File: src/hdl/pld_regs.svh
// Register offsets, field positions, reset values and timing counts for the power-loss block
`ifndef PLD_REGS_SVH
`define PLD_REGS_SVH

// Register map, word addresses on the plain register port
`define PLD_A_MODE        4'h0
`define PLD_A_TRIG        4'h1
`define PLD_A_OVP         4'h2
`define PLD_A_DECEL       4'h3
`define PLD_A_DROP        4'h4
`define PLD_A_VWIN        4'h5
`define PLD_A_IWIN        4'h6
`define PLD_A_SUBST       4'h7
`define PLD_A_AMBIENT     4'h8
`define PLD_A_STATUS      4'h9
`define PLD_A_FREQ        4'ha

// Reset values (volts x10, hundredths of a second, hertz x10, percent)
`define PLD_RST_MODE      2'h0
`define PLD_RST_TRIG      14'h0898
`define PLD_RST_OVP       14'h0e10
`define PLD_RST_DECEL     19'h00064
`define PLD_RST_DROP      7'h00
`define PLD_RST_WUPPER    7'h64
`define PLD_RST_WLOWER    7'h00
`define PLD_RST_WHYST     7'h00
`define PLD_RST_SUBST     8'hff
`define PLD_RST_AMBIENT   8'h28

// Setting limits
`define PLD_MAX_VOLT      14'h2710
`define PLD_MIN_DECEL     19'h00001
`define PLD_MAX_DECEL     19'h57e40
`define PLD_MAX_DROP      7'h64
`define PLD_MAX_PCT       7'h64
`define PLD_MAX_HYST      7'h0a
`define PLD_SUBST_IGNORE  8'hff
`define PLD_AMB_MIN       8'hf6
`define PLD_AMB_MAX       8'h32

// Timing: one hundredth of a second in 40 ns cycles
`define PLD_TICK_NS       32'd10000000
`define PLD_CLK_NS        32'd40
`define PLD_TICK_CYC      (`PLD_TICK_NS / `PLD_CLK_NS)

// Status bit positions
`define PLD_ST_ACTIVE     0
`define PLD_ST_PAUSE      1
`define PLD_ST_UVTRIP     2
`define PLD_ST_VWIN       3
`define PLD_ST_IWIN       4
`define PLD_ST_RESTART    5

`endif

File: src/hdl/pld_pkg.sv
// Types shared by the power-loss deceleration and window compare block
package pld_pkg;
    typedef enum logic [1:0] {
        PLD_MODE_TRIP,
        PLD_MODE_DECEL,
        PLD_MODE_BUSCTL,
        PLD_MODE_BUSCTL_RESTART
    } pld_mode_e;

    typedef enum logic [2:0] {
        PLD_IDLE,
        PLD_DROP,
        PLD_RAMP,
        PLD_PAUSE,
        PLD_TRIPPED,
        PLD_DONE
    } pld_state_e;
endpackage

File: src/hdl/pld_core.sv
// Power-loss controlled stop sequencer and analog window comparators
//
// Added by the designer: the plain strobed port and the placing of the registers.
`include "pld_regs.svh"

module pld_core
    import pld_pkg::*;
(
    input  wire logic        clk,                 // 25 MHz clock
    input  wire logic        rst_n,               // Synchronous reset, active low
    input  wire logic [3:0]  reg_addr,            // Register word address
    input  wire logic [31:0] reg_wdata,           // Write data
    input  wire logic        reg_wr,              // Write strobe
    input  wire logic        reg_rd,              // Read strobe
    output logic      [31:0] reg_rdata,           // Read data, cycle after strobe
    input  wire logic        run,                 // Drive is in run mode
    input  wire logic [13:0] bus_voltage,         // DC bus, volts x10
    input  wire logic [13:0] uv_level,            // Undervoltage level, volts x10
    input  wire logic [12:0] run_freq,            // Commanded frequency, hertz x10
    input  wire logic [6:0]  voltage_analog_input,// Voltage input, percent
    input  wire logic [6:0]  current_analog_input,// Current input, percent
    output logic      [12:0] out_freq,            // Output frequency, hertz x10
    output logic             drive_enable,        // Low removes drive (coast)
    output logic             uv_trip,             // Undervoltage trip, sticky
    output logic             decel_active,        // Sequence in progress
    output logic             restart_request,     // Mode 3 finished, restart allowed
    output logic             voltage_input_window_flag,      // Voltage window flag
    output logic             current_input_window_flag,      // Current window flag
    output logic             voltage_input_disconnect_flag,  // Equals voltage window flag
    output logic             current_input_disconnect_flag,  // Equals current window flag
    output logic      [6:0]  voltage_input_effective,        // Voltage input after substitution
    output logic      [6:0]  current_input_effective,        // Current input after substitution
    output logic      [7:0]  ambient_temperature_setting     // Ambient for fan-life estimate
);

    // ************************************************************
    // Setting registers
    // ************************************************************
    pld_mode_e   power_loss_mode_select;
    logic [13:0] bus_trigger_level;
    logic [13:0] bus_overvoltage_pause_level;
    logic [18:0] controlled_decel_time;
    logic [6:0]  initial_frequency_drop;
    logic [6:0]  win_upper [2];
    logic [6:0]  win_lower [2];
    logic [6:0]  win_hyst  [2];
    logic [7:0]  subst     [2];
    logic        win_flag  [2];
    pld_state_e  state;

    // Clamp a volts setting to the legal range
    function automatic logic [13:0] clamp_volt(input logic [31:0] v);
        clamp_volt = (v[31:14] != 18'h00000 || v[13:0] > `PLD_MAX_VOLT) ? `PLD_MAX_VOLT : v[13:0];
    endfunction

    // Clamp a percent field to at most lim
    function automatic logic [6:0] clamp_pct(input logic [7:0] v, input logic [6:0] lim);
        clamp_pct = (v > {1'b0, lim}) ? lim : v[6:0];
    endfunction

    // Settings writes; out-of-range values saturate, substitutes above 100 become the ignore code, so logic never sees them
    always_ff @(posedge clk) begin
        if (!rst_n) begin
            power_loss_mode_select      <= pld_mode_e'(`PLD_RST_MODE);
            bus_trigger_level           <= `PLD_RST_TRIG;
            bus_overvoltage_pause_level <= `PLD_RST_OVP;
            controlled_decel_time       <= `PLD_RST_DECEL;
            initial_frequency_drop      <= `PLD_RST_DROP;
            ambient_temperature_setting <= `PLD_RST_AMBIENT;
            for (int i = 0; i < 2; i++) begin
                win_upper[i] <= `PLD_RST_WUPPER;
                win_lower[i] <= `PLD_RST_WLOWER;
                win_hyst[i]  <= `PLD_RST_WHYST;
                subst[i]     <= `PLD_RST_SUBST;
            end
        end else if (reg_wr) begin
            case (reg_addr)
                `PLD_A_MODE:  power_loss_mode_select <= pld_mode_e'(reg_wdata[1:0]);
                `PLD_A_TRIG:  bus_trigger_level <= clamp_volt(reg_wdata);
                `PLD_A_OVP:   bus_overvoltage_pause_level <= clamp_volt(reg_wdata);
                `PLD_A_DECEL: begin
                    if (reg_wdata[31:19] != 13'h0000 || reg_wdata[18:0] > `PLD_MAX_DECEL)
                        controlled_decel_time <= `PLD_MAX_DECEL;
                    else if (reg_wdata[18:0] < `PLD_MIN_DECEL)
                        controlled_decel_time <= `PLD_MIN_DECEL;
                    else
                        controlled_decel_time <= reg_wdata[18:0];
                end
                `PLD_A_DROP:  initial_frequency_drop <= clamp_pct(reg_wdata[7:0], `PLD_MAX_DROP);
                `PLD_A_VWIN, `PLD_A_IWIN: begin
                    win_upper[reg_addr[1]] <= clamp_pct(reg_wdata[7:0], `PLD_MAX_PCT);
                    win_lower[reg_addr[1]] <= clamp_pct(reg_wdata[15:8], `PLD_MAX_PCT);
                    win_hyst[reg_addr[1]]  <= clamp_pct(reg_wdata[23:16], `PLD_MAX_HYST);
                end
                `PLD_A_SUBST: begin
                    subst[0] <= (reg_wdata[7:0] > 8'h64) ? `PLD_SUBST_IGNORE : reg_wdata[7:0];
                    subst[1] <= (reg_wdata[15:8] > 8'h64) ? `PLD_SUBST_IGNORE : reg_wdata[15:8];
                end
                `PLD_A_AMBIENT: begin
                    if ($signed(reg_wdata[7:0]) < $signed(`PLD_AMB_MIN))
                        ambient_temperature_setting <= `PLD_AMB_MIN;
                    else if ($signed(reg_wdata[7:0]) > $signed(`PLD_AMB_MAX))
                        ambient_temperature_setting <= `PLD_AMB_MAX;
                    else
                        ambient_temperature_setting <= reg_wdata[7:0];
                end
                default: ;
            endcase
        end
    end

    // ************************************************************
    // Sequencer
    // ************************************************************
    // Control copies swap when pause level sits below trigger; stored values stay
    logic        levels_swapped;
    logic [13:0] ctl_trig;
    logic [13:0] ctl_ovp;
    assign levels_swapped = bus_overvoltage_pause_level < bus_trigger_level;
    assign ctl_trig = levels_swapped ? bus_overvoltage_pause_level : bus_trigger_level;
    assign ctl_ovp  = levels_swapped ? bus_trigger_level : bus_overvoltage_pause_level;

    // Ramp timing: one 0.1 Hz frequency step every decel_time ticks of 0.01 s.
    // Slope is 0.1 Hz per (decel_time x 0.01 s); simple fixed rate vs full scale.
    logic [17:0] tick_cnt;
    logic        tick;
    logic [18:0] step_cnt;
    logic        step;
    assign tick = tick_cnt == 18'(`PLD_TICK_CYC - 1);
    assign step = tick && (step_cnt + 19'h00001 >= controlled_decel_time);

    // Hundredth-second tick divider
    always_ff @(posedge clk) begin
        if (!rst_n || tick)
            tick_cnt <= 18'h00000;
        else
            tick_cnt <= tick_cnt + 18'h00001;
    end

    // Decel time counts ticks per 0.1 Hz step
    always_ff @(posedge clk) begin
        if (!rst_n || state != PLD_RAMP)
            step_cnt <= 19'h00000;
        else if (step)
            step_cnt <= 19'h00000;
        else if (tick)
            step_cnt <= step_cnt + 19'h00001;
    end

    logic under_trig;
    logic at_ovp;
    logic under_uv;
    logic use_busctl;
    assign under_trig = bus_voltage <= ctl_trig;
    assign at_ovp     = bus_voltage >= ctl_ovp;
    assign under_uv   = bus_voltage <= uv_level;
    assign use_busctl = power_loss_mode_select == PLD_MODE_BUSCTL ||
                        power_loss_mode_select == PLD_MODE_BUSCTL_RESTART;

    // Sequence state; no exit back to idle until frequency reaches zero
    always_ff @(posedge clk) begin
        if (!rst_n) begin
            state <= PLD_IDLE;
        end else begin
            case (state)
                PLD_IDLE: begin
                    if (run && under_trig)
                        state <= (power_loss_mode_select == PLD_MODE_TRIP) ? PLD_TRIPPED : PLD_DROP;
                end
                PLD_DROP: state <= PLD_RAMP;
                PLD_RAMP: begin
                    if (under_uv)
                        state <= PLD_TRIPPED;
                    else if (out_freq == 13'h0000)
                        state <= PLD_DONE;
                    else if (use_busctl && at_ovp)
                        state <= PLD_PAUSE;
                end
                PLD_PAUSE: begin
                    if (under_uv)
                        state <= PLD_TRIPPED;
                    else if (under_trig)
                        state <= PLD_RAMP;
                end
                PLD_TRIPPED: if (!run) state <= PLD_IDLE;
                PLD_DONE:    if (!run) state <= PLD_IDLE;
                default: state <= PLD_IDLE;
            endcase
        end
    end

    // Output frequency: follow command when idle, then drop and ramp
    always_ff @(posedge clk) begin
        if (!rst_n)
            out_freq <= 13'h0000;
        else if (state == PLD_IDLE)
            out_freq <= run ? run_freq : 13'h0000;
        else if (state == PLD_DROP)
            out_freq <= (out_freq > 13'(initial_frequency_drop)) ?
                        out_freq - 13'(initial_frequency_drop) : 13'h0000;
        else if (state == PLD_RAMP && step && out_freq != 13'h0000)
            out_freq <= out_freq - 13'h0001;
        else if (state == PLD_TRIPPED)
            out_freq <= 13'h0000;
    end

    // Trip flag sticks until run drops; drive removed while tripped
    always_ff @(posedge clk) begin
        if (!rst_n) begin
            uv_trip         <= 1'b0;
            drive_enable    <= 1'b0;
            decel_active    <= 1'b0;
            restart_request <= 1'b0;
        end else begin
            uv_trip         <= (state == PLD_TRIPPED) || ((state == PLD_RAMP ||
                               state == PLD_PAUSE) && under_uv);
            drive_enable    <= run && state != PLD_TRIPPED && state != PLD_DONE;
            decel_active    <= state == PLD_DROP || state == PLD_RAMP || state == PLD_PAUSE;
            restart_request <= state == PLD_DONE &&
                               power_loss_mode_select == PLD_MODE_BUSCTL_RESTART;
        end
    end

    // ************************************************************
    // Window comparators
    // ************************************************************
    logic [6:0] ain [2];
    logic [6:0] eff [2];
    assign ain[0] = voltage_analog_input;
    assign ain[1] = current_analog_input;

    // Flag sets only a hysteresis width inside the window, clears as soon as the input leaves the window
    generate
        for (genvar g = 0; g < 2; g++) begin : g_win
            logic [7:0] up_in;
            logic [7:0] lo_in;
            // Saturate so a band wider than the upper limit cannot wrap to a huge bound
            assign up_in = (win_upper[g] > win_hyst[g]) ?
                           {1'b0, win_upper[g]} - {1'b0, win_hyst[g]} : 8'h00;
            assign lo_in = {1'b0, win_lower[g]} + {1'b0, win_hyst[g]};
            always_ff @(posedge clk) begin
                if (!rst_n)
                    win_flag[g] <= 1'b0;
                else if (!win_flag[g])
                    win_flag[g] <= {1'b0, ain[g]} <= up_in && {1'b0, ain[g]} >= lo_in;
                else
                    win_flag[g] <= ain[g] <= win_upper[g] && ain[g] >= win_lower[g];
            end
            always_ff @(posedge clk) begin
                if (!rst_n)
                    eff[g] <= 7'h00;
                else if (win_flag[g] && subst[g] != `PLD_SUBST_IGNORE)
                    eff[g] <= subst[g][6:0];
                else
                    eff[g] <= ain[g];
            end
        end
    endgenerate

    assign voltage_input_window_flag     = win_flag[0];
    assign current_input_window_flag     = win_flag[1];
    assign voltage_input_disconnect_flag = win_flag[0];
    assign current_input_disconnect_flag = win_flag[1];
    assign voltage_input_effective       = eff[0];
    assign current_input_effective       = eff[1];

    // ************************************************************
    // Read-back
    // ************************************************************
    always_ff @(posedge clk) begin
        if (!rst_n) begin
            reg_rdata <= 32'h00000000;
        end else if (reg_rd) begin
            case (reg_addr)
                `PLD_A_MODE:    reg_rdata <= {30'h0, power_loss_mode_select};
                `PLD_A_TRIG:    reg_rdata <= {18'h0, bus_trigger_level};
                `PLD_A_OVP:     reg_rdata <= {18'h0, bus_overvoltage_pause_level};
                `PLD_A_DECEL:   reg_rdata <= {13'h0, controlled_decel_time};
                `PLD_A_DROP:    reg_rdata <= {25'h0, initial_frequency_drop};
                `PLD_A_VWIN, `PLD_A_IWIN:
                    reg_rdata <= {9'h0, win_hyst[reg_addr[1]], 1'b0, win_lower[reg_addr[1]],
                                  1'b0, win_upper[reg_addr[1]]};
                `PLD_A_SUBST:   reg_rdata <= {16'h0, subst[1], subst[0]};
                `PLD_A_AMBIENT: reg_rdata <= {24'h0, ambient_temperature_setting};
                `PLD_A_STATUS:  reg_rdata <= {26'h0, restart_request, win_flag[1], win_flag[0],
                                              uv_trip, state == PLD_PAUSE, decel_active};
                `PLD_A_FREQ:    reg_rdata <= {19'h0, out_freq};
                default:        reg_rdata <= 32'h00000000;
            endcase
        end else begin
            reg_rdata <= 32'h00000000;
        end
    end

    // ************************************************************
    // Assertions
    // ************************************************************
    a_drop_follows_start: assert property (@(posedge clk) disable iff (!rst_n)
        state == PLD_IDLE && run && under_trig && power_loss_mode_select != PLD_MODE_TRIP
        |=> state == PLD_DROP ##1 state == PLD_RAMP)
        else $error("drop step not taken after trigger");
    a_pause_holds_freq: assert property (@(posedge clk) disable iff (!rst_n)
        state == PLD_PAUSE |=> $stable(out_freq))
        else $error("frequency moved during pause");
    a_pause_on_ovp: assert property (@(posedge clk) disable iff (!rst_n)
        state == PLD_RAMP && use_busctl && at_ovp && !under_uv && out_freq != 13'h0000
        |=> state == PLD_PAUSE)
        else $error("no pause at overvoltage level");
    a_resume_on_trig: assert property (@(posedge clk) disable iff (!rst_n)
        state == PLD_PAUSE && under_trig && !under_uv |=> state == PLD_RAMP)
        else $error("ramp not resumed at trigger");
    a_uv_coasts: assert property (@(posedge clk) disable iff (!rst_n)
        (state == PLD_RAMP || state == PLD_PAUSE) && under_uv
        |=> uv_trip ##1 !drive_enable && out_freq == 13'h0000)
        else $error("undervoltage did not trip");
    a_swap_levels: assert property (@(posedge clk) disable iff (!rst_n)
        ctl_trig <= ctl_ovp)
        else $error("control levels not ordered");
    a_no_abort: assert property (@(posedge clk) disable iff (!rst_n)
        state == PLD_RAMP && !under_uv && out_freq != 13'h0000 |=> state != PLD_IDLE)
        else $error("sequence aborted early");
    a_ramp_monotone: assert property (@(posedge clk) disable iff (!rst_n)
        state == PLD_RAMP && !step |=> $stable(out_freq))
        else $error("ramp stepped without rate tick");
    a_disc_equal: assert property (@(posedge clk) disable iff (!rst_n)
        current_input_disconnect_flag == current_input_window_flag)
        else $error("disconnect flag differs from window flag");
    a_subst_used: assert property (@(posedge clk) disable iff (!rst_n)
        win_flag[0] && subst[0] != `PLD_SUBST_IGNORE |=> eff[0] == $past(subst[0][6:0]))
        else $error("substitute not applied");
    a_hyst_capped: assert property (@(posedge clk) disable iff (!rst_n)
        win_hyst[0] <= `PLD_MAX_HYST && win_hyst[1] <= `PLD_MAX_HYST)
        else $error("hysteresis above cap");
    a_trip_mode_direct: assert property (@(posedge clk) disable iff (!rst_n)
        state == PLD_IDLE && run && under_trig && power_loss_mode_select == PLD_MODE_TRIP
        |=> state == PLD_TRIPPED && !decel_active)
        else $error("trip mode did not trip at trigger");
    a_window_clears: assert property (@(posedge clk) disable iff (!rst_n)
        ain[0] > win_upper[0] || ain[0] < win_lower[0] |=> !win_flag[0])
        else $error("flag stayed set outside window");
    a_window_holds_off: assert property (@(posedge clk) disable iff (!rst_n)
        !win_flag[0] && {1'b0, ain[0]} < {1'b0, win_lower[0]} + {1'b0, win_hyst[0]}
        |=> !win_flag[0])
        else $error("flag set inside hysteresis band");

    c_pause_resume: cover property (@(posedge clk) disable iff (!rst_n)
        state == PLD_PAUSE ##1 state == PLD_RAMP);
    c_done: cover property (@(posedge clk) disable iff (!rst_n) state == PLD_DONE);
    c_uv_trip: cover property (@(posedge clk) disable iff (!rst_n) $rose(uv_trip));
    c_window: cover property (@(posedge clk) disable iff (!rst_n) $rose(win_flag[1]));
    c_restart: cover property (@(posedge clk) disable iff (!rst_n) $rose(restart_request));

endmodule

File: config.mk
export PLATFORM = sky130hd
export DESIGN_NAME = pld_core
export DESIGN_NICKNAME = d
export VERILOG_FILES = /design/src/hdl/pld_pkg.sv /design/src/hdl/pld_core.sv
export VERILOG_INCLUDE_DIRS = /design/src /design/src/hdl
export SDC_FILE = /design/constraint.sdc
export NUM_CORES = 1
export LEC_CHECK = 0
export BUFFER_PORTS_ARGS = -buffer_cell sky130_fd_sc_hd__buf_2
export CORE_UTILIZATION = 30
export DETAILED_ROUTE_END_ITERATION = 8
export MAX_ROUTING_LAYER = met4
export SYNTH_ARGS = -nofsm -noshare
export SYNTH_HDL_FRONTEND = slang
export SYNTH_SLANG_ARGS = --single-unit
File: constraint.sdc
create_clock -name clk -period 10.3 [get_ports clk]
set_input_delay 1.545 -clock clk [delete_from_list [all_inputs] [get_ports clk]]
set_output_delay 1.545 -clock clk [all_outputs]
set_load 0.005 [all_outputs]
After elaboration in Yosys (flattened, before gate mapping):

Memory sizes are Yosys's and may differ from the RTL's.
Cells that the tools add are included.

* flip-flop bits (word level): 153
* bits in latches: 0
* memory bits (writable): 74
* bits in read-only memories: 0
* input bits: 96
* output and inout port bits: 75
* word-level logic and storage cells: 219
* memories kept: 6

Memories
* subst: words 2, bits a word 8, read ports 2, clocked after memory_dff 0, write ports 2, line pld_core.sv:47 `logic [7:0] subst [2];`
* eff: words 2, bits a word 7, read ports 2, clocked after memory_dff 0, write ports 2, line pld_core.sv:228 `logic [6:0] eff [2];`
* win_hyst: words 2, bits a word 7, read ports 3, clocked after memory_dff 0, write ports 2, line pld_core.sv:46 `logic [6:0] win_hyst [2];`
* win_lower: words 2, bits a word 7, read ports 3, clocked after memory_dff 0, write ports 2, line pld_core.sv:45 `logic [6:0] win_lower [2];`
* win_upper: words 2, bits a word 7, read ports 3, clocked after memory_dff 0, write ports 2, line pld_core.sv:44 `logic [6:0] win_upper [2];`
* win_flag: words 2, bits a word 1, read ports 2, clocked after memory_dff 0, write ports 2, line pld_core.sv:48 `logic win_flag [2];`

* add/sub/neg operators: 8
* $mul: 0
* divide/modulo/power cells: 0
* order comparisons: 24
* equality and inequality tests: 27
* shifts and indexed selects: 0
* mux-type cells: 82
* bitwise logic cells: 10
* reduce and logical (&&, ||, !) cells: 47

Operators by type and width (number)
* case mux 23 bit (10 select lines): 1
* 2-to-1 mux 13 bit: 6
* 2-to-1 mux 7 bit: 10
* 2-to-1 mux 8 bit: 8
* 2-to-1 mux 1 bit: 43
* 2-to-1 mux 14 bit: 3
* 2-to-1 mux 19 bit: 2
* less-or-equal comparator 14 bit: 2
* nonzero test 13 bit: 2
* > comparator 8 x 7 -> 1 bit, second input constant: 3
* 2-to-1 mux 3 bit: 8
* OR reduction 7 bit: 3
* adder 19 x 1 -> 19 bit, second input constant: 1
* greater-or-equal comparator 19 bit: 1
* > comparator 19 bit, second input constant: 1
* less-than comparator 19 x 1 -> 1 bit, second input constant: 1
* adder 18 x 1 -> 18 bit, second input constant: 1
* == test 18 bit, second input constant: 1
* nonzero test 18 bit: 1
* adder 7 x 7 -> 8 bit: 2
* == test 4 x 3 -> 1 bit, second input constant: 4
* greater-or-equal comparator 7 x 8 -> 1 bit: 2
* less-or-equal comparator 7 x 8 -> 1 bit: 2
* inequality test 8 bit, second input constant: 2
* 36 further kinds: 88

Longest topological paths before layout:

Gate-level depths: netlist of run 1.

* depth after elaboration: 8
* mapped depth: 20
* depth with buffers taken out: 20

Worst setup path after synthesis of run 1:

Ideal clock, no wire load.

* path kind: register -> register
* from: reg bus_trigger_level[8]
* to: reg state[2]
* setup time: 0.092 ns
* arrival time: 4.136 ns
* data required time: 10.208 ns
* path slack: 6.072 ns
* cell stages (with the launch flop): 20
* buffers on the path: 2
* period minus slack after synthesis: 4.228 ns
* cell sequence: dfxtp_1 inv_1 ha_1 a21o_1 a211o_1 or2_2 a21oi_1 a21oi_1 buf_1 buf_2 mux2i_1 ha_1 a21o_1 a21oi_1 nor2b_1 a2111oi_0 a221oi_1 a22o_1 a22o_1 o32ai_1

* longest elaborated chain between the ends: 6
* elaborated cells between the ends (all ways): 11
* classes of those cells: 3 x order compare; 3 x eq/ne; 2 x mux; 3 x reduce/logical

RTL lines
* start, declared: line pld_core.sv:40 `logic [13:0] bus_trigger_level;`
* start signal, assigned: line pld_core.sv:65 `` bus_trigger_level <= `PLD_RST_TRIG; ``
* start signal, assigned: line pld_core.sv:79 `` `PLD_A_TRIG: bus_trigger_level <= clamp_volt(reg_wdata); ``
* less-than comparator 14 bit: line pld_core.sv:119 `assign levels_swapped = bus_overvoltage_pause_level < bus_trigger_level;`
* 2-to-1 mux 14 bit (on tied branches): line pld_core.sv:121, pld_core.sv:120
* greater-or-equal comparator 14 bit / less-or-equal comparator 14 bit (equally long branches): line pld_core.sv:155, pld_core.sv:154
* logical AND 1 bit (on tied branches): line pld_core.sv:176, pld_core.sv:167
* inequality test 4 bit (no source line) / inequality test 2 bit (equally long branches)
* AND reduction 4 bit (no source line) (*)
* end signal, assigned: line pld_core.sv:168 `state <= (power_loss_mode_select == PLD_MODE_TRIP) ? PLD_TRIPPED : PLD_DROP;`
* end, declared: line pld_core.sv:49 `pld_state_e state;`

Mark *: on every way between the ends. The rest lies on a longest branch, timed or not.
A chain may end at the register's enable or synchronous reset.

Worst setup path in the final report of run 1:

* from: reg step_cnt[0]
* to: reg out_freq[12]

* longest elaborated chain between the ends: 8
* elaborated cells between the ends (all ways): 9
* classes of those cells: 1 x add/sub; 1 x order compare; 3 x mux; 4 x reduce/logical

RTL lines
* start, declared: line pld_core.sv:127 `logic [18:0] step_cnt;`
* start signal, assigned: line pld_core.sv:147 `step_cnt <= step_cnt + 19'h00001;`
* adder 19 x 1 -> 19 bit (*): line pld_core.sv:130 `assign step = tick && (step_cnt + 19'h00001 >= controlled_decel_time);`
* greater-or-equal comparator 19 bit (*): line pld_core.sv:130
* logical AND 1 bit (*): line pld_core.sv:130
* logical AND 1 bit (*) (2 in series): line pld_core.sv:201 `else if (state == PLD_RAMP && step && out_freq != 13'h0000)`
* 2-to-1 mux 13 bit: line pld_core.sv:201
* 2-to-1 mux 13 bit: line pld_core.sv:198 `else if (state == PLD_DROP)`
* 2-to-1 mux 13 bit: line pld_core.sv:196 `else if (state == PLD_IDLE)`
* end signal, assigned: line pld_core.sv:197 `out_freq <= run ? run_freq : 13'h0000;`
* end signal, assigned: line pld_core.sv:199 `out_freq <= (out_freq > 13'(initial_frequency_drop)) ?`
* end signal, assigned: line pld_core.sv:202 `out_freq <= out_freq - 13'h0001;`
* end, declared: line pld_core.sv:22 `output logic [12:0] out_freq,`

Marks and branches as above.

==> metrics.yaml, run 1 <==
detailed_routing:
  antenna_left: 0
  vias: 13380
  wl_per_cell_um: 19.81
  drt_iter0_drc: 1482
  drt-total-wl_um: 49050
  drtPass1Iterations: 7
  drc: 0
  viasPerCell: 5.405
worst_setup_path:
  endpoint: "out_freq[12]"
  crit_chain: "ha_1 -> nand3_1 -> nor2_1 -> nand3_1 -> or3_1 -> nor2_1 -> xor2_1 -> ha_1 -> nand4_1 -> or3_1 -> o211ai_4 -> nand4b_1 -> nor4_2 -> o21ai_0 -> a221oi_1"
  crit_fanout: 21
  crit_start: "step_cnt[0]"
  r2r-end: "out_freq[12]"
  r2r_cells: 15
  end_kind: "flip-flop"
  rrSetupSlack_ns: 5.39
  crit_slowest_cell: "nand4b_1"
  start_kind: "flip-flop"
  reg2reg_from: "step_cnt[0]"
  cp_slowest_stage_delay_ns: 0.70
  arrival_ns: 5.36
  critPathRequiredTime_ns: 10.75
  worst-setup-path-type: "flip-flop to flip-flop"
yosys:
  yosys-top-cells-area: "dfxtp_1 20%, edfxtp_1 15%, ha_1 14%"
  synth_edf_count: 73
  yosys.area.top_type_share_pct: 19.79
  muxShareOfSynthArea_pct: 3.711
  yosysWarnings: 0
  yosysSeqAreaShare_pct: 34.74
  synth-compound-area-share_pct: 17.95
  synthAdderAreaFrac_pct: 15.10
  synth_top_cell_by_area: "dfxtp_1"
  synthSimpleGateAreaFrac_pct: 18.63
  postSynthAreaPerCell_um2: 8.729
  synth_cell_types: 74
  synth_top_family_by_area: "simple AND/OR/NAND/NOR gates"
  synthFlopType: "dfxtp_1"
  ys_ff_latch: 218
  synth_xor_area_share_pct: 4.240
  syn_area_mm2: 0.01467
  synthArstFlopShare_pct: 0
  synth_cells: 1680
floorplan:
  num_rows: 80
  dieArea_mm2: 0.04977
  die_x_um: 223.1
  start_util_pct: 30.59
  die_height_um: 223.1
  io_pins: 171
  coreArea_mm2: 0.04795
placed_design:
  place_hpwl_um: 38390
  numPortBuffers: 161
  dp_cells: 2419
  gp_congestion: 0.9385
  post_dp_cell_area_mm2: 0.01610
  dpl_worst_slack_ns: 5.454
clocking:
  cts_root_buf: "clkbuf_16"
  cts_made_buffers: 26
  cts_sinks: 218
  h-tree-depth: 1
  hold_buffers: 0
  clockBufferDepth: 3
  clkSlewWorstSetupHoldPaths_ns: 0.06
  cts_tree: "built"
  post_cts_buffers: 0
  clk_latency_ns: 0.55
  cts_resized: 0
status:
  run_status: "finished, final reports clean"
timing:
  worstMarginPinSlew_ns: 1.052
  relSlewSlack_pct: 29.34
  fin_crit_ns: 4.911
  finalHoldViolCount: 0
  skew_ns: 0.01328
  drv_slew: 0
  layout_setup_ws_ns: 5.389
  final.period_utilization_pct: 47.68
  whs_ns: 0.4568
  rsz0062_at_grt: "false"
  setup_tns_ns: 0
  finalSetupViolations: 0
  fmax_mhz: 203.6
cells_and_area:
  multi_input_area_mm2: 0.008876
  fin_nets: 2102
  final_cell_mix: "184 x nor2_1, 169 x ha_1, 161 x buf_2, 145 x dfxtp_1, 135 x nand2_1"
  area.growth.synth_to_final_pct: 15.61
  seq_area_mm2: 0.005095
  drive_above_1_share_pct: 13.17
  fin_cells: 2476
  final_cell_area_mm2: 0.01696
  fillers: 4910
  final_common_cell: "nor2_1"
power_and_ir_drop:
  power_leakage_nw: 7.173
  power_density_mw_per_mm2: 139.2
  peakVddDrop_mv: 0.1099
global_route:
  grt_pass1_vias: 12790
  grt_antenna_before_repair: 6
  grt_max_degree: 45
  grt_use_total_pct: 20.02
  grt_pass1_wl_um: 74580
  overflow: 0
min_path:
  hp-class: "flip-flop to flip-flop"
  hp-start: "tick_cnt[0]"
job:
  maxCapViolCount: 0
## metal layers
layer / wire (um) / share of wire [%] / track usage, %
met1: 21080 / 43 / 26.13
met5: 0 / 0 / -
met4: 1311 / 2.7 / 5.740
met2: 21990 / 45 / 31.04
met3: 4667 / 9.5 / 4.267
## registers in the layout, summed over array words and instances (netlist names)
signal	flops
ambient_temperature_setting	8
drive_enable	1
win_lower	14
restart_request	1
win_flag	2
power_loss_mode_select	2
step_cnt	19
win_upper	14
controlled_decel_time	19
initial_frequency_drop	7
eff	14
reg_rdata	23
win_hyst	14
bus_trigger_level	14
bus_overvoltage_pause_level	14
out_freq	13
subst	16
state	3
decel_active	1
tick_cnt	18
uv_trip	1
## through the flow
stage               utilization [%]  total power [W]
CTS                           35.32         0.002369
global placement              33.58         0.001450
global route                  35.35         0.002468
detailed placement            33.58         0.001461
floorplan                         -         0.001298
finish                        35.36         0.002359
## critical path, delay by kind of cell, from the launching register on
kind                     cells  cell delay (ns)
flip-flops                   1             0.41
AO/OA/AOI/OAI                3             0.70
AND/OR/NAND/NOR              9             3.08
XOR/XNOR                     1             0.08
adder cells (fa/ha/maj)      2             0.52
## area by class of cell
cell class                 count  area share, %
timing repair buffer         173          5.284
antenna                        9         0.1328
clock inverter                14         0.5830
multi-input combinational   1289          52.35
inverter                     124          2.745
tap                          615          4.538
sequential                   218          30.05
clock buffer                  34          4.317
## where the power goes
part	total, W	switching [W]	internal (W)
combinational	0.000469	0.000272	0.000197
sequential	0.000982	0.0000571	0.000925
clock	0.000909	0.000384	0.000525
total	0.00236	0.000713	0.00165
## synthesized netlist by cell type, drive strengths merged (44+ instances only)
master,number
clkbuf,53
xnor2,44
nand3,57
inv,124
nand2,135
mux2i,51
dfxtp,145
ha,169
o21ai,74
edfxtp,73
nor2,184
a21oi,103
## cells by family (layout without fill, tap and decap cells)
kind of cell | after synthesis | count (layout)
adders and majority gates | 174 | 174
buffers and inverters | 201 | 345
and+or+nand+nor | 566 | 566
muxes | 54 | 54
other | 2 | 39
xor gates and xnor gates | 71 | 71
DFF | 218 | 218
AOI/OAI and AO/OA | 394 | 394
## worst min path at each step
stage	slack [ns]	to	depth (start not counted)
final	0.46	tick_cnt[0]	1
after global routing	0.50	tick_cnt[0]	1
after CTS	0.47	tick_cnt[0]	1
after detailed placement	0.45	tick_cnt[0]	1
after global placement	0.43	tick_cnt[0]	1
after floorplan	0.42	tick_cnt[0]	1
Power figures use the tool's default switching activity.
==> run 2, diff against run 1 <==
- clock period: 10.3 -> 4.75 ns (I/O delays scaled with it)
==> run 2 against run 1 <==
Net effect: sequential cell count did not move; sequential share of layout area fell by 0.30 points; fmax rose by 11%; non-clock buffer count rose by 7; critical path depth rose by 2; wire length rose by 1.4%; clock skew rose by 0.0050 ns; die area did not move; via count rose by 1.0%; clock power rose by 150%; critical path type unchanged; critical endpoint is now state[2]; largest cell class unchanged.
==> metrics.yaml, run 2 (synthesis results as in run 1) <==
worst_setup_path:
  r2r_cells: 17  # was 15
  end_kind: "flip-flop"  # unchanged
  critPathRequiredTime_ns: 5.21  # was 10.75 ns
  start_kind: "flip-flop"  # unchanged
  rrSetupSlack_ns: 0.33  # was 5.39 ns
  worst-setup-path-type: "flip-flop to flip-flop"  # unchanged
  crit_chain: "inv_1 -> ha_1 -> a21o_1 -> a211o_1 -> or2_2 -> a21oi_1 -> a21oi_4 -> mux2i_1 -> ha_1 -> a21o_1 -> a21oi_1 -> nor2b_1 -> a2111oi_0 -> a221oi_1 -> a22o_1 -> a22o_1 -> o32ai_1"  # was ha_1 -> nand3_1 -> nor2_1 -> nand3_1 -> or3_1 -> nor2_1 -> xor2_1 -> ha_1 -> nand4_1 -> or3_1 -> o211ai_4 -> nand4b_1 -> nor4_2 -> o21ai_0 -> a221oi_1
  reg2reg_from: "bus_trigger_level[8]"  # was step_cnt[0]
  crit_slowest_cell: "a2111oi_0"  # was nand4b_1
  r2r-end: "state[2]"  # was out_freq[12]
  cp_slowest_stage_delay_ns: 0.59  # was 0.70 ns
  crit_fanout: 13  # was 21
  arrival_ns: 4.88  # was 5.36 ns
clocking:
  clkSlewWorstSetupHoldPaths_ns: 0.06  # about the same
  clk_latency_ns: 0.56  # was 0.55 ns
  post_cts_buffers: 0  # unchanged
  cts_made_buffers: 27  # was 26
  hold_buffers: 0  # unchanged
  cts_sinks: 218  # unchanged
  cts_root_buf: "clkbuf_16"  # unchanged
  h-tree-depth: 1  # unchanged
  cts_tree: "built"  # unchanged
  clockBufferDepth: 3  # unchanged
  cts_resized: 0  # unchanged
min_path:
  hp-class: "input port to flip-flop"  # was flip-flop to flip-flop
  worstHoldPathCells: 3  # was 1
  hp-start: "run_freq[7]"  # was tick_cnt[0]
  hold_path_end: "out_freq[7]"  # was tick_cnt[0]
cells_and_area:
  reg_top3: "reg_rdata: 23 flops, controlled_decel_time: 19 flops, step_cnt: 19 flops"  # unchanged
  largest_reg_flops: 23  # unchanged
  final_cell_mix: "184 x nor2_1, 169 x ha_1, 161 x buf_2, 145 x dfxtp_1, 135 x nand2_1"  # unchanged
  drive_above_1_share_pct: 13.70  # was 13.17%
  regMostFlops: "reg_rdata"  # unchanged
  final_common_cell: "nor2_1"  # unchanged
  fin_cells: 2482  # was 2476
  fin_nets: 2110  # was 2102
  area.growth.synth_to_final_pct: 16.77  # was 15.61%
floorplan:
  die_x_um: 223.1  # unchanged
  die_height_um: 223.1  # unchanged
  io_pins: 171  # unchanged
  num_rows: 80  # unchanged
  dieArea_mm2: 0.04977  # unchanged
  coreArea_mm2: 0.04795  # unchanged
  start_util_pct: 30.59  # unchanged
timing:
  fmax_mhz: 226.2  # was 203.6 MHz
  final.period_utilization_pct: 93.06  # was 47.68%
  drv_slew: 0  # unchanged
  finalHoldViolCount: 0  # unchanged
  skew_ns: 0.01823  # was 0.01328 ns
  finalSetupViolations: 0  # unchanged
  fin_crit_ns: 4.420  # was 4.911 ns
  relSlewSlack_pct: 21.29  # was 29.34%
  rsz0062_at_grt: "false"  # unchanged
  worstMarginPinSlew_ns: 1.172  # was 1.052 ns
  setup_tns_ns: 0  # unchanged
global_route:
  grt_pass1_vias: 12790  # about the same
  grt_antenna_before_repair: 9  # was 6
  grt_pass1_wl_um: 75620  # was 74580 um
  grt_max_degree: 37  # was 45
  overflow: 0  # unchanged
  grt_use_total_pct: 20.23  # was 20.02%
status:
  run_status: "finished, final reports clean"  # unchanged
placed_design:
  gp_congestion: 0.9416  # was 0.9385
  dp_cells: 2426  # was 2419
  numPortBuffers: 161  # unchanged
  place_hpwl_um: 38830  # was 38390 um
detailed_routing:
  antenna_left: 0  # unchanged
  drt-total-wl_um: 49720  # was 49050 um
  wl_per_cell_um: 20.03  # was 19.81 um
  vias: 13520  # was 13380
  drc: 0  # unchanged
  viasPerCell: 5.447  # was 5.405
  drt_iter0_drc: 1352  # was 1482
  drtPass1Iterations: 6  # was 7
job:
  maxCapViolCount: 0  # unchanged
power_and_ir_drop:
  power_density_mw_per_mm2: 314.8  # was 139.2 mW/mm^2
  peakVddDrop_mv: 0.2575  # was 0.1099 mV
  power_leakage_nw: 7.266  # was 7.173 nW
==> run 2: changes by cell type in the layout (fill, tap and decap cells not counted), sizes merged <==
cell      before  now
clkinv        11    8
clkbuf        34   33
diode          9    6
inv          125  128
bufinv         1    5
clkinvlp       1    0
buf          173  180
==> run 2: worst max-delay path by stage <==
stage                              start       end  slack (ns)  depth (start not counted)
floorplan           bus_trigger_level[8]  state[2]        0.52                         19
global placement    bus_trigger_level[8]  state[2]        0.48                         17
detailed placement  bus_trigger_level[8]  state[2]        0.38                         17
CTS                 bus_trigger_level[8]  state[2]        0.37                         17
global route        bus_trigger_level[1]  state[2]        0.02                         18
finish              bus_trigger_level[8]  state[2]        0.33                         17
==> run 2: per-stage QoR <==
stage | hold WS [ns] | cell area, um^2 | setup WS, ns | util, % | power (W)
after detailed placement | 0.4346 | 16150 | 0.3807 | 33.69 | 0.003177
after floorplan | 0.4175 | 14770 | 0.5216 | - | 0.002815
after CTS | 0.4035 | 17110 | 0.3713 | 35.69 | 0.005412
final | 0.4266 | 17130 | 0.3298 | 35.72 | 0.005390
after global placement | 0.4354 | 16150 | 0.4840 | 33.69 | 0.003150
after global routing | 0.4215 | 17120 | 0.02477 | 35.71 | 0.005635
==> run 2: metal layers <==
metal	part of all wire (%)	GRT usage (%)	routed length, um
met5	0	-	0
met1	44	26.70	21930
met2	44	31.32	22070
met4	2.8	5.584	1391
met3	8.7	4.030	4326
==> run 2: layout make-up <==
type,instances,area [um^2]
sequential,218,5095
fill,4899,30820
antenna,6,15.01
timing repair buffer,180,948.4
clock inverter,17,216.5
tap,615,769.5
inverter,124,465.4
multi-input combinational,1289,8876
clock buffer,33,739.5
==> run 2: worst max-delay path, delay by kind of cell (launching register included) <==
kind | cells | cell delay [ns]
AND/OR/NAND/NOR | 2 | 0.33
multiplexers | 1 | 0.18
AO/OA/AOI/OAI | 11 | 2.74
buffers and inverters | 1 | 0.06
flip-flops | 1 | 0.39
adder cells (fa/ha/maj) | 2 | 0.63
==> run 2: power by group <==
part           leakage [nW]  total, W  switching [W]  internal, W
Combinational          4.90   0.00103       0.000595     0.000430
Sequential             1.89   0.00213       0.000124      0.00201
Clock                 0.476   0.00224       0.000857      0.00138
